==> config.mk <==
export PLATFORM = sky130hd
export DESIGN_NAME = counter_array
export DESIGN_NICKNAME = d
export VERILOG_FILES = /design/src/design/cca_pkg.sv /design/src/design/counter_array.sv
export VERILOG_INCLUDE_DIRS = /design/src /design/src/design
export SDC_FILE = /design/constraint.sdc
export NUM_CORES = 1
export LEC_CHECK = 0
export BUFFER_PORTS_ARGS = -buffer_cell sky130_fd_sc_hd__buf_2
export CAP_MARGIN = 20
export CORE_MARGIN = 1
export CORE_UTILIZATION = 45
export DETAILED_ROUTE_END_ITERATION = 8
export PLACE_DENSITY_LB_ADDON = 0.1
export SYNTH_ARGS = -nofsm -noshare
export SYNTH_HDL_FRONTEND = slang
export SYNTH_SLANG_ARGS = --single-unit
==> constraint.sdc <==
create_clock -name i_clk -period 4 [get_ports i_clk]
set_input_delay 0.2 -clock i_clk [delete_from_list [all_inputs] [get_ports i_clk]]
set_output_delay 0.2 -clock i_clk [all_outputs]
set_load 0.03 [all_outputs]
==> src/design/cca_params.svh <==
/*
  Constants for the counter array: register offsets, field positions, reset
  values and divider counts. Assumes a 10 MHz system clock.
*/
`ifndef CCA_PARAMS_SVH
`define CCA_PARAMS_SVH

// Word offsets on the register bus (byte address = 4 * offset)
`define CCA_OFF_COUNT_LOW   5'h00
`define CCA_OFF_COUNT_HIGH  5'h01
`define CCA_OFF_MODE        5'h02
`define CCA_OFF_IRQ_EN      5'h03
`define CCA_OFF_STATUS      5'h04
`define CCA_OFF_IMASK       5'h05
`define CCA_OFF_MOD_MODE    5'h08
`define CCA_OFF_MOD_LOW     5'h09
`define CCA_OFF_MOD_HIGH    5'h0A
`define CCA_MOD_STRIDE      3

// array_mode_register fields
`define CCA_MD_ECF          0
`define CCA_MD_TB_LO        1
`define CCA_MD_WDT          5
`define CCA_MD_IDLE_HALT_CONTROL         7
`define CCA_MD_RESET        8'h20

// module_mode_register fields
`define CCA_MM_ECCF         0
`define CCA_MM_PWM          1
`define CCA_MM_TOG          2
`define CCA_MM_MAT          3
`define CCA_MM_FALLING_CAPTURE_SELECT         4
`define CCA_MM_RISING_CAPTURE_SELECT         5
`define CCA_MM_COMPARE_ENABLE         6
`define CCA_MM_WIDE_MODULATION_SELECT        7

// irq enable register: bit0 array, bit1 global
`define CCA_IE_ARRAY        0
`define CCA_IE_GLOBAL       1

// Status: bit0 overflow, bits 5:1 module flags
`define CCA_NUM_MOD         5
`define CCA_WDT_MOD         4

`define CCA_DIV12           4'hB
`define CCA_DIV4            4'h3
`define CCA_DIV8_TOGGLES    3'h7

`endif

==> src/design/cca_pkg.sv <==
/*
  Types for the counter array: timebase codes and per-module modes.
  Assumes cca_params.svh holds all register and divider constants.
*/
package cca_pkg;

  typedef enum logic [2:0] {
    TB_DIV12  = 3'h0,
    TB_DIV4   = 3'h1,
    TB_T0OV   = 3'h2,
    TB_EXTPIN = 3'h3,
    TB_SYS    = 3'h4,
    TB_XOSC8  = 3'h5
  } timebase_t;

  typedef enum logic [6:0] {
    MM_IDLE    = 7'h01,
    MM_CAPTURE = 7'h02,
    MM_SWTIMER = 7'h04,
    MM_HSO     = 7'h08,
    MM_FREQ    = 7'h10,
    MM_PWM8    = 7'h20,
    MM_WIDE_MODULATION_SELECT   = 7'h40
  } mod_mode_t;

endpackage

==> src/design/counter_array.sv <==
/*
  Counter array with a 16-bit timebase counter and five capture/compare
  modules, reached over Avalon-MM. Assumes pins and the external
  oscillator arrive asynchronously and are synchronised here.
*/
// Added by the designer: the Avalon-MM register port and the placing of the registers.
`timescale 1ns/1ps
`include "cca_params.svh"

module counter_array (
  input  wire logic        i_clk,
  input  wire logic        i_srst,
  input  wire logic [4:0]  i_avs_address,
  input  wire logic        i_avs_read,
  input  wire logic        i_avs_write,
  input  wire logic [31:0] i_avs_writedata,
  output logic      [31:0] o_avs_readdata,
  output logic             o_avs_waitrequest,
  input  wire logic        i_cpu_idle,
  input  wire logic        i_timer0_overflow,
  input  wire logic        i_external_count_input,
  input  wire logic        i_ext_osc,
  input  wire logic [4:0]  i_module_io_line,
  output logic      [4:0]  o_module_io_line,
  output logic      [4:0]  o_module_io_line_oe,
  output logic             o_irq,
  output logic             o_cpu_irq
);

  localparam int NM = `CCA_NUM_MOD;

  typedef struct packed {
    logic [15:0]       cnt;
    logic [7:0]        snap;
    logic [7:0]        md;
    logic [1:0]        ien;
    logic [5:0]        stat;
    logic [5:0]        imask;
    logic [NM-1:0][7:0] mm;
    logic [NM-1:0][15:0] cp;
    logic [NM-1:0]     out;
    logic [NM-1:0]     oe;
    logic [NM-1:0][1:0] pin_s;
    logic [NM-1:0]     pin_prev;
    logic [1:0]        eci_s;
    logic              eci_prev;
    logic [1:0]        xo_s;
    logic              xo_prev;
    logic [2:0]        xo_div;
    logic [3:0]        pre;
    logic [31:0]       rdata;
    logic              ack;
    logic              irq;
    logic              cpu_irq;
  } state_t;

  state_t s_q, s_d;

  function automatic cca_pkg::mod_mode_t decode(input logic [7:0] m);
    logic compare_enable, rising_capture_select, falling_capture_select, match_enable, toggle_enable, pwm;
    compare_enable = m[`CCA_MM_COMPARE_ENABLE];
    rising_capture_select = m[`CCA_MM_RISING_CAPTURE_SELECT];
    falling_capture_select = m[`CCA_MM_FALLING_CAPTURE_SELECT];
    match_enable  = m[`CCA_MM_MAT];
    toggle_enable  = m[`CCA_MM_TOG];
    pwm  = m[`CCA_MM_PWM];
    decode = cca_pkg::MM_IDLE;
    if ((rising_capture_select | falling_capture_select) && !match_enable && !toggle_enable && !pwm) begin
      decode = cca_pkg::MM_CAPTURE;
    end else if (compare_enable && !rising_capture_select && !falling_capture_select && pwm && toggle_enable) begin
      decode = cca_pkg::MM_FREQ;
    end else if (compare_enable && !rising_capture_select && !falling_capture_select && pwm) begin
      decode = m[`CCA_MM_WIDE_MODULATION_SELECT] ? cca_pkg::MM_WIDE_MODULATION_SELECT : cca_pkg::MM_PWM8;
    end else if (compare_enable && !rising_capture_select && !falling_capture_select && match_enable) begin
      decode = toggle_enable ? cca_pkg::MM_HSO : cca_pkg::MM_SWTIMER;
    end
  endfunction

  logic              req_pending;
  logic              wr_take;
  logic              wdt_on;
  logic              tick;
  logic [2:0]        tb;
  logic [NM-1:0]     mod_flag;
  logic [NM-1:0]     pin_rise;
  logic [NM-1:0]     pin_fall;

  assign req_pending = (i_avs_read | i_avs_write) & ~s_q.ack;
  // Writes land only at the edge where the master sees waitrequest low
  assign wr_take     = i_avs_write & s_q.ack;
  assign wdt_on      = s_q.md[`CCA_MD_WDT];
  assign tb          = s_q.md[`CCA_MD_TB_LO +: 3];

  always_comb begin
    logic [15:0] cnt_next;
    logic        ovf;
    logic        run;
    logic [4:0]  idx;
    logic [5:0]  events;
    logic [5:0]  enables;
    cnt_next = 16'h0000;
    ovf      = 1'b0;
    run      = 1'b0;
    idx      = 5'h00;
    events   = 6'h00;
    enables  = 6'h00;
    s_d = s_q;

    // Input synchronisers: first stage feeds only the second
    s_d.eci_s    = {s_q.eci_s[0], i_external_count_input};
    s_d.eci_prev = s_q.eci_s[1];
    s_d.xo_s     = {s_q.xo_s[0], i_ext_osc};
    s_d.xo_prev  = s_q.xo_s[1];
    for (int n = 0; n < NM; n++) begin
      s_d.pin_s[n]    = {s_q.pin_s[n][0], i_module_io_line[n]};
      s_d.pin_prev[n] = s_q.pin_s[n][1];
    end

    // Prescaler runs freely; tick chosen below
    s_d.pre = (s_q.pre == `CCA_DIV12) ? 4'h0 : s_q.pre + 4'h1;
    if (s_q.xo_s[1] && !s_q.xo_prev) begin
      s_d.xo_div = s_q.xo_div + 3'h1;
    end

    // Watchdog forces counting on regardless of idle
    run = wdt_on || !(s_q.md[`CCA_MD_IDLE_HALT_CONTROL] && i_cpu_idle);
    cnt_next = s_q.cnt + 16'h0001;
    ovf = run && tick && (s_q.cnt == 16'hFFFF);
    if (run && tick) begin
      s_d.cnt = cnt_next;
    end

    // Module behaviour
    mod_flag = '0;
    for (int n = 0; n < NM; n++) begin
      case (decode(s_q.mm[n]))
        cca_pkg::MM_CAPTURE: begin
          if ((pin_rise[n] && s_q.mm[n][`CCA_MM_RISING_CAPTURE_SELECT]) ||
              (pin_fall[n] && s_q.mm[n][`CCA_MM_FALLING_CAPTURE_SELECT])) begin
            s_d.cp[n]   = s_q.cnt;
            mod_flag[n] = 1'b1;
          end
        end
        cca_pkg::MM_SWTIMER, cca_pkg::MM_HSO: begin
          if (run && tick && cnt_next == s_q.cp[n]) begin
            mod_flag[n] = 1'b1;
            if (s_q.mm[n][`CCA_MM_TOG]) begin
              s_d.out[n] = ~s_q.out[n];
            end
          end
        end
        cca_pkg::MM_FREQ: begin
          if (run && tick && cnt_next[7:0] == s_q.cp[n][7:0]) begin
            s_d.out[n]      = ~s_q.out[n];
            s_d.cp[n][7:0]  = s_q.cp[n][7:0] + s_q.cp[n][15:8];
          end
        end
        cca_pkg::MM_PWM8: begin
          if (run && tick) begin
            if (cnt_next[7:0] == 8'h00) begin
              s_d.out[n]     = 1'b0;
              s_d.cp[n][7:0] = s_q.cp[n][15:8];
            end
            if (cnt_next[7:0] == s_q.cp[n][7:0]) begin
              s_d.out[n] = 1'b1;
            end
          end
        end
        cca_pkg::MM_WIDE_MODULATION_SELECT: begin
          if (run && tick) begin
            if (cnt_next == 16'h0000) begin
              s_d.out[n] = 1'b0;
            end
            if (cnt_next == s_q.cp[n]) begin
              s_d.out[n]  = 1'b1;
              mod_flag[n] = s_q.mm[n][`CCA_MM_MAT];
            end
          end
        end
        default: begin
          s_d.out[n] = s_q.out[n];
        end
      endcase
    end

    // Bus: one wait cycle then acknowledge
    s_d.ack = req_pending;
    idx = i_avs_address;
    if (req_pending && i_avs_read) begin
      s_d.rdata = 32'h0000_0000;
      case (idx)
        `CCA_OFF_COUNT_LOW: begin
          s_d.rdata[7:0] = s_q.cnt[7:0];
          s_d.snap       = s_q.cnt[15:8];
        end
        `CCA_OFF_COUNT_HIGH: s_d.rdata[7:0] = s_q.snap;
        `CCA_OFF_MODE:       s_d.rdata[7:0] = s_q.md;
        `CCA_OFF_IRQ_EN:     s_d.rdata[1:0] = s_q.ien;
        `CCA_OFF_STATUS:     s_d.rdata[5:0] = s_q.stat;
        `CCA_OFF_IMASK:      s_d.rdata[5:0] = s_q.imask;
        default: begin
          for (int n = 0; n < NM; n++) begin
            if (idx == 5'(`CCA_OFF_MOD_MODE + `CCA_MOD_STRIDE * n)) begin
              s_d.rdata[7:0] = s_q.mm[n];
            end
            if (idx == 5'(`CCA_OFF_MOD_LOW + `CCA_MOD_STRIDE * n)) begin
              s_d.rdata[7:0] = s_q.cp[n][7:0];
            end
            if (idx == 5'(`CCA_OFF_MOD_HIGH + `CCA_MOD_STRIDE * n)) begin
              s_d.rdata[7:0] = s_q.cp[n][15:8];
            end
          end
        end
      endcase
    end

    // Flags: hardware set wins over write-one-to-clear
    events = {mod_flag, ovf};
    if (wr_take) begin
      case (idx)
        `CCA_OFF_COUNT_LOW: begin
          if (!wdt_on) s_d.cnt[7:0] = i_avs_writedata[7:0];
        end
        `CCA_OFF_COUNT_HIGH: begin
          if (!wdt_on) s_d.cnt[15:8] = i_avs_writedata[7:0];
        end
        `CCA_OFF_MODE: begin
          s_d.md[`CCA_MD_ECF] = i_avs_writedata[`CCA_MD_ECF];
          s_d.md[`CCA_MD_WDT] = i_avs_writedata[`CCA_MD_WDT];
          if (!wdt_on) begin
            s_d.md[`CCA_MD_TB_LO +: 3] = i_avs_writedata[`CCA_MD_TB_LO +: 3];
            s_d.md[`CCA_MD_IDLE_HALT_CONTROL]       = i_avs_writedata[`CCA_MD_IDLE_HALT_CONTROL];
          end
        end
        `CCA_OFF_IRQ_EN: s_d.ien   = i_avs_writedata[1:0];
        `CCA_OFF_STATUS: s_d.stat  = s_q.stat & ~i_avs_writedata[5:0];
        `CCA_OFF_IMASK:  s_d.imask = i_avs_writedata[5:0];
        default: begin
          for (int n = 0; n < NM; n++) begin
            if (idx == 5'(`CCA_OFF_MOD_MODE + `CCA_MOD_STRIDE * n) &&
                !(wdt_on && n == `CCA_WDT_MOD)) begin
              s_d.mm[n] = i_avs_writedata[7:0];
            end
            if (idx == 5'(`CCA_OFF_MOD_LOW + `CCA_MOD_STRIDE * n)) begin
              s_d.cp[n][7:0] = i_avs_writedata[7:0];
              s_d.mm[n][`CCA_MM_COMPARE_ENABLE] = 1'b0;
            end
            if (idx == 5'(`CCA_OFF_MOD_HIGH + `CCA_MOD_STRIDE * n)) begin
              s_d.cp[n][15:8] = i_avs_writedata[7:0];
              s_d.mm[n][`CCA_MM_COMPARE_ENABLE] = 1'b1;
            end
          end
        end
      endcase
    end
    s_d.stat = s_d.stat | events;

    // Line enables follow the next mode so they change with the mode write
    for (int n = 0; n < NM; n++) begin
      s_d.oe[n] = s_d.mm[n][`CCA_MM_TOG] || s_d.mm[n][`CCA_MM_PWM];
    end

    // Enables per source: overflow enable bit and module flag enables
    enables[0] = s_q.md[`CCA_MD_ECF];
    for (int n = 0; n < NM; n++) begin
      enables[n+1] = s_q.mm[n][`CCA_MM_ECCF];
    end
    s_d.irq     = |(s_q.stat & s_q.imask);
    s_d.cpu_irq = |(s_q.stat & enables) &&
                  s_q.ien[`CCA_IE_GLOBAL] && s_q.ien[`CCA_IE_ARRAY];
  end

  // Timebase selection
  always_comb begin
    case (tb)
      cca_pkg::TB_DIV12:  tick = (s_q.pre == `CCA_DIV12);
      cca_pkg::TB_DIV4:   tick = (s_q.pre[1:0] == 2'(`CCA_DIV4));
      cca_pkg::TB_T0OV:   tick = i_timer0_overflow;
      cca_pkg::TB_EXTPIN: tick = !s_q.eci_s[1] && s_q.eci_prev;
      cca_pkg::TB_SYS:    tick = 1'b1;
      cca_pkg::TB_XOSC8:  tick = s_q.xo_s[1] && !s_q.xo_prev &&
                                 (s_q.xo_div == `CCA_DIV8_TOGGLES);
      default:            tick = 1'b0;
    endcase
  end

  // Edge detection on synchronised module lines
  for (genvar g = 0; g < NM; g++) begin : g_edges
    assign pin_rise[g] = s_q.pin_s[g][1] && !s_q.pin_prev[g];
    assign pin_fall[g] = !s_q.pin_s[g][1] && s_q.pin_prev[g];
  end

  always_ff @(posedge i_clk) begin
    if (i_srst) begin
      s_q    <= '0;
      s_q.md <= `CCA_MD_RESET;
    end else begin
      s_q <= s_d;
    end
  end

  assign o_avs_readdata      = s_q.rdata;
  assign o_avs_waitrequest   = ~s_q.ack;
  assign o_module_io_line    = s_q.out;
  assign o_module_io_line_oe = s_q.oe;
  assign o_irq               = s_q.irq;
  assign o_cpu_irq           = s_q.cpu_irq;

endmodule // counter_array

Word-level counts from Yosys, hierarchy flattened
Cells that the tools add are included.
W data, S select, Z words.
Operators by class
  $add $sub $neg: 8
  equal/unequal tests: 104
  muxes and demuxes: 181
  bitwise operators: 21
  reductions and logical operators: 174
Operators by type and width (number)
  $mux W8: 54
  $mux W7: 20
  $mux W132: 1
  $mux W120: 1
  $pmux W8 S3: 5
  $mux W16: 7
  $eq A16 B16 Y1: 5
  $logic_and A1 B1 Y1: 80
  $mux W1: 67
  $ne A2 B2 Y1 const B: 25
  $add A8 B8 Y8: 5
  $eq A5 B4 Y1 const B: 8
  $eq A8 B8 Y1: 5
  $mux W4: 10
  $reduce_and A8 Y1: 5
  $logic_not A1 Y1: 39
  $eq A5 B5 Y1 const B: 7
  $eq A7 B2 Y1 const B: 5
  $eq A7 B3 Y1 const B: 5
  $eq A7 B4 Y1 const B: 5
  $eq A7 B5 Y1 const B: 5
  $eq A7 B6 Y1 const B: 5
  $eq A7 B7 Y1 const B: 5
  $reduce_and A3 Y1: 11
  other kinds (37): 103
Word-level totals
  flip-flop bits (word level): 213
  logic and storage cells: 537

Logic depth before layout (Yosys ltp)
Gate-level depths: netlist of run 1.
  depth after elaboration: 17
  depth in mapped cells: 14
  depth with buffers taken out: 11

Worst setup path after synthesis of run 1
No wires, ideal clock.
  path kind: reg2reg
  start point: register s_q[224] (netlist bit)
  end point: register s_q (netlist bit o_module_io_line[3])
  library setup time: 0.074 ns
  arrival time: 3.162 ns
  required time: 3.926 ns
  path slack: 0.764 ns
  cell stages (with the launch flop): 13
  clock period less this slack: 3.236 ns
  path through: dfxtp_1 -> ha_1 -> buf_4 -> nand4_2 -> buf_2 -> nor4_2 -> xnor2_1 -> o2111ai_1 -> or4b_4 -> nor2_4 -> o21ai_2 -> or3_1 -> a31oi_1
Between the ends
  cells in the longest elaborated chain, start to end: 5
  elaborated cells on any way between the ends: 17
  classes of those cells: 1 x add/sub; 6 x eq/ne; 5 x mux; 5 x reduce/logical
RTL lines
  start: declaration: line counter_array.sv:57  | state_t s_q, s_d;
  $add A16 B1 Y16 (*): line counter_array.sv:127  | cnt_next = s_q.cnt + 16'h0001;
  $eq A16 B16 Y1 or $eq A8 B8 Y1 (tied branches)
  $mux W1, or another cell as far along: line counter_array.sv:174  | if (cnt_next == s_q.cp[n]) begin
  $mux W1, or another cell as far along: line counter_array.sv:170  | if (run && tick) begin
  $pmux W1 S4 or $reduce_and A8 Y1 (tied branches)
Every way passes the cells marked *; elsewhere a longest branch is shown, timed or not. The select of a mux whose other input is x is not followed.
A chain may end at the register's enable or synchronous reset.

Worst setup path in the final report of run 1
Ends and elaborated chain as after synthesis.

==> results of run 1 <==
==> through the flow <==
step	hold WS [ns]	setup slack, ns	instance area, sq um	std cells	utilization
after floorplan	0.328	0.764	15800	1955	-
after global placement	0.417	0.258	16300	2353	0.474
after detailed placement	0.416	0.214	16300	2353	0.474
after CTS	0.164	0.211	17300	2410	0.501
after global routing	0.216	0.0242	17300	2410	0.501
final	0.198	0.121	17300	2410	0.501
==> where the power goes <==
| group | internal (mW) | switching (mW) |
|---|---|---|
| clock network | 1.38 | 0.980 |
| logic | 0.0893 | 0.261 |
| registers | 2.15 | 0.0229 |
==> cells by family after synthesis <==
logic type                 Yosys count
and+or+nand+nor                    645
buffers and inverters              212
DFF                                213
xor gates and xnor gates           132
other                                1
AOI/OAI and AO/OA                  549
muxes                              136
adders and majority gates           44
==> flip-flops by register name, summed over array words and instances, names as in the netlist <==
register / flops
o_avs_readdata: 8
o_cpu_irq: 1
o_irq: 1
o_module_io_line: 5
o_module_io_line_oe: 5
s_d: 14
s_q: 179
==> layout make-up <==
type                    instances  area, sq um
multi-input cells            1530        10500
flip-flops and latches        213         4260
inverters                      25         93.8
well taps                     455          569
clock inverters                 7         75.1
fillers                      3382        17200
clock buffers                  41          768
repair buffers                139          970
==> cells in the final DEF, fill, tap and decap left out, types with 27 or more instances in the layout <==
master and n:
nor2_1 230, dfxtp_1 213, nand2_1 170, mux2i_1 121
a21oi_1 112, o21ai_0 101, a211oi_1 83, buf_4 83
xnor2_1 71, nor3_1 45, buf_2 45, a221oi_1 41
xor2_1 40, ha_1 39, nor2b_1 35, nand3_1 28
clkbuf_16 27
==> timing repair <==
item	in CTS	in global routing
endpoints found under the hold margin	8	0
buffers inserted	0	0
hold buffers	9	0
==> per-layer routing <==
metal | track usage | part of all wire | up-vias
met5 | 0 | 0 | -
met4 | 0.174 | 0.052 | 0
met3 | 0.0624 | 0.096 | 185
met2 | 0.531 | 0.43 | 867
met1 | 0.503 | 0.43 | 7587
li1 | - | - | 7059
==> path summary, 6_finish.rpt <==
path	from	endpoint	slack (ns)	cells after the start
worst max-delay path	s_q[224]$_SDFF_PP0_	o_module_io_line[3]$_SDFFE_PP0P_	0.12	12
worst min-delay path	i_avs_address[3]	o_avs_readdata[2]$_SDFFE_PP0P_	0.20	4
worst max register to register	s_q[224]$_SDFF_PP0_	o_module_io_line[3]$_SDFFE_PP0P_	0.12	12
worst min register to register	s_d[62]$_SDFF_PP0_	s_d[52]$_SDFF_PP0_	0.43	1
==> worst register-to-register path: stages, from the launching register on <==
cell       delay, ns
dfxtp_1         0.52
buf_4           0.31
nand3_1         0.26
buf_4           0.26
nor2_1          0.36
a31o_2          0.27
nand2_1         0.15
nor4b_1         0.65
buf_4           0.24
a2bb2oi_1       0.19
o21ai_2         0.08
or3_1           0.35
a31oi_1         0.16
==> results.tsv, run 1 <==
metric	value	unit
Buffers & Inverters on Critical Path	3	
CTS sink cnt	213	
Post-synth EDFFs	0	
Layout Skew	0.0121	ns
worst-case clock buffer depth	3	
status	finished clean	
Initial Util	0.455	
CP max stage delay	0.65	ns
CP max stage cell	nor4b_1	
Synth async-reset ratio	0	
most frequent cell after synthesis	nor2_1	
largest family of logic cells by synthesized area	compound AO/OA/AOI/OAI gates	
Die Area	35600	sq um
synth warn	0	
CP arrival	4.35	ns
Worst setup EP type	flip-flop	
port bufs	46	
largest net degree at the start of global routing	121	
All-Layer GR Usage	0.359	
Compound-Gate Fraction of Synth Area	0.243	
Lkg Pwr	6.32	nW
syn avg cell area	8.12	sq um
setup TNS	0	ns
Setup CP Type	reg -> reg	
Peak VDD IR	377	uV
drt wl/cell	27.0	microns
CTS Buf Count	26	
# setup viols final	0	
Clock transition at path regs	0.06	ns
crit path time final	3.88	ns
CTS tree	built	
drt pass-1 iters	8	
Worst Path Max Fanout	8	
row cnt	68	
final period utilization	0.970	
Crit path max-delay family	simple AND/OR/NAND/NOR gates	
worst path cell trace	buf_4 > nand3_1 > buf_4 > nor2_1 > a31o_2 > nand2_1 > nor4b_1 > buf_4 > a2bb2oi_1 > o21ai_2 > or3_1 > a31oi_1	
mux share of post-synthesis cell area	0.0930	
post-synthesis adder-cell area fraction	0.0375	
DRC errors left	0	
grt ovf	0	
mapped cell area	15700	sq um
post-synth top area share	0.272	
Fin. Hold Viols	0	
post-cts resize count	0	
Max Clock Freq	0.258	GHz
via count	15700	
Ant. Diodes	0	
synth top area cells	dfxtp_1 27%, mux2i_1 7.7%, nor2_1 5.5%	
first-pass GRT wire length	95.5	mm
simple-gate area share of the yosys netlist	0.199	
IO Count	95	
initial antenna violation count	0	
Crit path required time	4.47	ns
Max-slew headroom	0.335	
Routability Congestion	0.960	
Final ANT Viol Nets	0	
layout cell share with drive strength beyond 1	0.115	
synthesis-to-finish area growth	10.1	%
post-synthesis cell type count	93	
fin. max-slew vios	0	
PD cells	282	nW/um^2
Yosys reg bits	213	
MaxCap Viol Count	0	
CTS root buffer	clkbuf_16	
CTS H-tree depth	1	
sequential area share after synthesis	0.272	
CP Launch Type	flip-flop	
Clock Latency Late Sink	0.56	ns
vias per cell	6.51	
post-detail-place hpwl	46.1	mm
worst min-delay path category	in -> reg	
Final Net Count	2029	
cells after synthesis	1932	
Crit path top cell by count	buf_4	
Primary FF master, synth	dfxtp_1	
Synth top cells by count	231 x nor2_1, 213 x dfxtp_1, 170 x nand2_1, 121 x mux2i_1, 112 x a21oi_1	
Post-Synth XOR/XNOR Area	0.0917	
Least-Margin Pin Slew	0.989	ns
vias in the first global route	14500	
final WL	65.2	mm
DIE WIDTH	189	microns
post-synth top area cell	dfxtp_1	
RSZ-0062 raised after global routing	false	
Pwr Total	4.88	mW
initial DRC count	2031	
Core Area	34500	sq um
Die Y	189	microns
No activity file was read; power rests on OpenSTA's default activity.
==> run 2, diff against run 1 <==
--- a/config.mk
+++ b/config.mk
@@ -6,6 +6,7 @@
 export SDC_FILE = /design/constraint.sdc
 export NUM_CORES = 1
 export LEC_CHECK = 0
+export ABC_AREA = 1
 export BUFFER_PORTS_ARGS = -buffer_cell sky130_fd_sc_hd__buf_2
 export CAP_MARGIN = 20
 export CORE_MARGIN = 1
==> constraint.sdc (replaced) <==
create_clock -name i_clk -period 4 [get_ports i_clk]
set_input_delay 0.6 -clock i_clk [delete_from_list [all_inputs] [get_ports i_clk]]
set_output_delay 0.6 -clock i_clk [all_outputs]
set_load 0.03 [all_outputs]
==> results.tsv, run 2 <==
metric	value	unit	change
Fin. Hold Viols	0		unchanged
final period utilization	0.853		was 0.970
crit path time final	3.41	ns	was 3.88 ns
worst-case clock buffer depth	3		unchanged
Final ANT Viol Nets	0		unchanged
Clock Latency Late Sink	0.58	ns	was 0.56 ns
Die Area	35500	sq um	was 35600 sq um
setup TNS	0	ns	unchanged
grt ovf	0		unchanged
sw frac	0.271		was 0.259
post-synth top area cell	dfxtp_1		unchanged
synth warn	0		unchanged
row cnt	67		was 68
Max-slew headroom	0.283		was 0.335
Synth async-reset ratio	0		unchanged
CTS sink cnt	213		unchanged
Final Net Count	2675		was 2029
Worst Path Max Fanout	15		was 8
Buffers & Inverters on Critical Path	2		was 3
hold buffers post-CTS	0		was 9
CP arrival	3.90	ns	was 4.35 ns
largest net degree at the start of global routing	71		was 121
All-Layer GR Usage	0.403		was 0.359
DRC errors left	0		unchanged
Least-Margin Pin Slew	1.07	ns	was 0.989 ns
Clock transition at path regs	0.07	ns	was 0.06 ns
post-synth top area share	0.273		was 0.272
pre-CTS setup slack	0.709	ns	was 0.214 ns
Routability Congestion	1.03		was 0.960
Peak VDD IR	303	uV	was 377 uV
Layout Skew	0.0248	ns	was 0.0121 ns
post-cts resize count	0		unchanged
commonest non-fill, non-tap cell in the layout	nand2_1		was nor2_1
DIE WIDTH	188	microns	was 189 microns
MaxCap Viol Count	0		unchanged
RSZ-0062 raised after global routing	false		unchanged
Cell Int Power	3.71	mW	was 3.61 mW
final instance area	17100	sq um	was 17300 sq um
final worst slack	0.588	ns	was 0.121 ns
synthesis-to-finish area growth	9.58	%	was 10.1%
worst path cell trace	inv_1 > nand3_1 > nand2_2 > nor2_2 > nand3_4 > nor2_8 > buf_4 > nand2_1 > o21ai_0 > a21oi_1 > a31oi_1		was buf_4 > nand3_1 > buf_4 > nor2_1 > a31o_2 > nand2_1 > nor4b_1 > buf_4 > a2bb2oi_1 > o21ai_2 > or3_1 > a31oi_1
Die Y	188	microns	was 189 microns
drt pass-1 iters	6		was 8
cells after synthesis	2562		was 1932
Pwr Total	5.09	mW	was 4.88 mW
Synth top cells by count	641 x nand2_1, 341 x inv_1, 259 x nor2_1, 235 x o21ai_0, 213 x dfxtp_1		was 231 x nor2_1, 213 x dfxtp_1, 170 x nand2_1, 121 x mux2i_1, 112 x a21oi_1
CP max stage cell	dfxtp_1		was nor4b_1
IO Count	95		unchanged
initial antenna violation count	2		was 0
Initial Util	0.462		was 0.455
clock share of power	0.504		was 0.484
post-synthesis cell type count	58		was 93
final WL	72.3	mm	was 65.2 mm
Post-CTS Setup Repair Bufs	0		unchanged
CP max stage delay	0.78	ns	was 0.65 ns
Yosys reg bits	213		unchanged
first-pass GRT wire length	106	mm	was 95.5 mm
PD cells	297	nW/um^2	was 282 nW/um^2
layout cell share with drive strength beyond 1	0.0780		was 0.115
Max Clock Freq	0.293	GHz	was 0.258 GHz
Worst setup EP type	flip-flop		unchanged
CTS tree	built		unchanged
Reg with most FFs	s_q		unchanged
Setup CP Type	reg -> reg		unchanged
initial DRC count	2115		was 2031
via count	17900		was 15700
CTS Buf Count	26		unchanged
sw power	1.38	mW	was 1.26 mW
most frequent cell after synthesis	nand2_1		was nor2_1
Lkg Pwr	7.46	nW	was 6.32 nW
synth top area cells	dfxtp_1 27%, nand2_1 15%, inv_1 8.2%		was dfxtp_1 27%, mux2i_1 7.7%, nor2_1 5.5%
syn avg cell area	6.11	sq um	was 8.12 sq um
worst hold slack	0.219	ns	was 0.198 ns
status	finished clean		unchanged
number of flip-flops in the largest register	179		unchanged
Core Area	33900	sq um	was 34500 sq um
Crit path max-delay family	simple AND/OR/NAND/NOR gates		unchanged
# setup viols final	0		unchanged
vias in the first global route	16400		was 14500
drt wl/cell	23.7	microns	was 27.0 microns
Primary FF master, synth	dfxtp_1		unchanged
Combinational Power Share	0.070		was 0.072
fin. max-slew vios	0		unchanged
CP Launch Type	flip-flop		unchanged
commonest cells after routing, fill and taps aside	641 x nand2_1, 340 x inv_1, 259 x nor2_1, 235 x o21ai_0, 213 x dfxtp_1		was 230 x nor2_1, 213 x dfxtp_1, 170 x nand2_1, 121 x mux2i_1, 112 x a21oi_1
Crit path required time	4.49	ns	was 4.47 ns
post-detail-place hpwl	53.1	mm	was 46.1 mm
Seq pwr share	0.426		was 0.444
CTS H-tree depth	1		unchanged
worst min-delay path category	in -> reg		unchanged
port bufs	46		unchanged
vias per cell	5.87		was 6.51
sequential area share after synthesis	0.273		was 0.272
mapped cell area	15600	sq um	was 15700 sq um
Post-synth EDFFs	0		unchanged
Ant. Diodes	0		unchanged
placed cell area	16200	sq um	was 16300 sq um
CTS root buffer	clkbuf_16		unchanged
[run 2: cell types whose count changed in the layout (fill, tap and decap cells not counted), sizes merged, moves of 56 or more]
cell	previous run	this run
xnor2	72	16
nand2	171	657
o21ai	105	245
inv	25	354
a211oi	83	14
nand3	29	167
mux2i	121	0
a21oi	112	203
[run 2: worst min-delay path, delay by kind of cell]
family        cells  cell delay, ns
buf+inv           2            0.13
simple gates      1            0.03
[run 2: worst paths after layout]
check,startpoint,to,slack [ns],cells after the start
max reg2reg,s_q[229]$_SDFF_PP0_,s_q[95]$_SDFF_PP0_,0.59,11
max,s_q[229]$_SDFF_PP0_,s_q[95]$_SDFF_PP0_,0.59,11
min reg2reg,s_d[58]$_SDFF_PP0_,s_d[50]$_SDFF_PP0_,0.40,2
min,i_module_io_line[1],s_d[56]$_SDFF_PP0_,0.22,3
[run 2: per-stage QoR]
step / cells / util
final: 3049 / 0.506
after global routing: 3049 / 0.506
after CTS: 3049 / 0.506
after detailed placement: 3001 / 0.479
after global placement: 3001 / 0.479
after floorplan: 2585 / -
[run 2: metal layers]
layer	up-vias	GRT usage	wire [microns]
met5	-	0	13
met2	1049	0.604	29900
met1	8281	0.544	30100
li1	8370	-	-
met3	197	0.0907	8200
met4	2	0.197	4040
[run 2: power groups by stage]
stage          Clock, mW  Combinational [mW]  Sequential [mW]
2_1_floorplan          0               0.233             2.21
3_3_place_gp           0               0.342             2.21
3_5_place_dp           0               0.344             2.21
4_1_cts             2.59               0.345             2.17
5_1_grt             2.67               0.376             2.17
6_report            2.57               0.356             2.17
[run 2: area by class of cell]
class,instances,area (sq um)
flip-flops and latches,213,4260
multi-input cells,1894,9470
fillers,3639,16700
clock buffers,30,676
inverters,354,1330
well taps,448,561
clock inverters,18,228
repair buffers,92,613
[run 2: cell families after synthesis]
family | after synthesis | share of synthesized area
AO/OA/AOI/OAI | 574 | 0.204
XOR/XNOR | 47 | 0.0282
adder cells (fa/ha/maj) | 44 | 0.0376
buffers and inverters | 478 | 0.128
flip-flops | 213 | 0.273
other | 1 | 0.000240
AND/OR/NAND/NOR | 1205 | 0.330
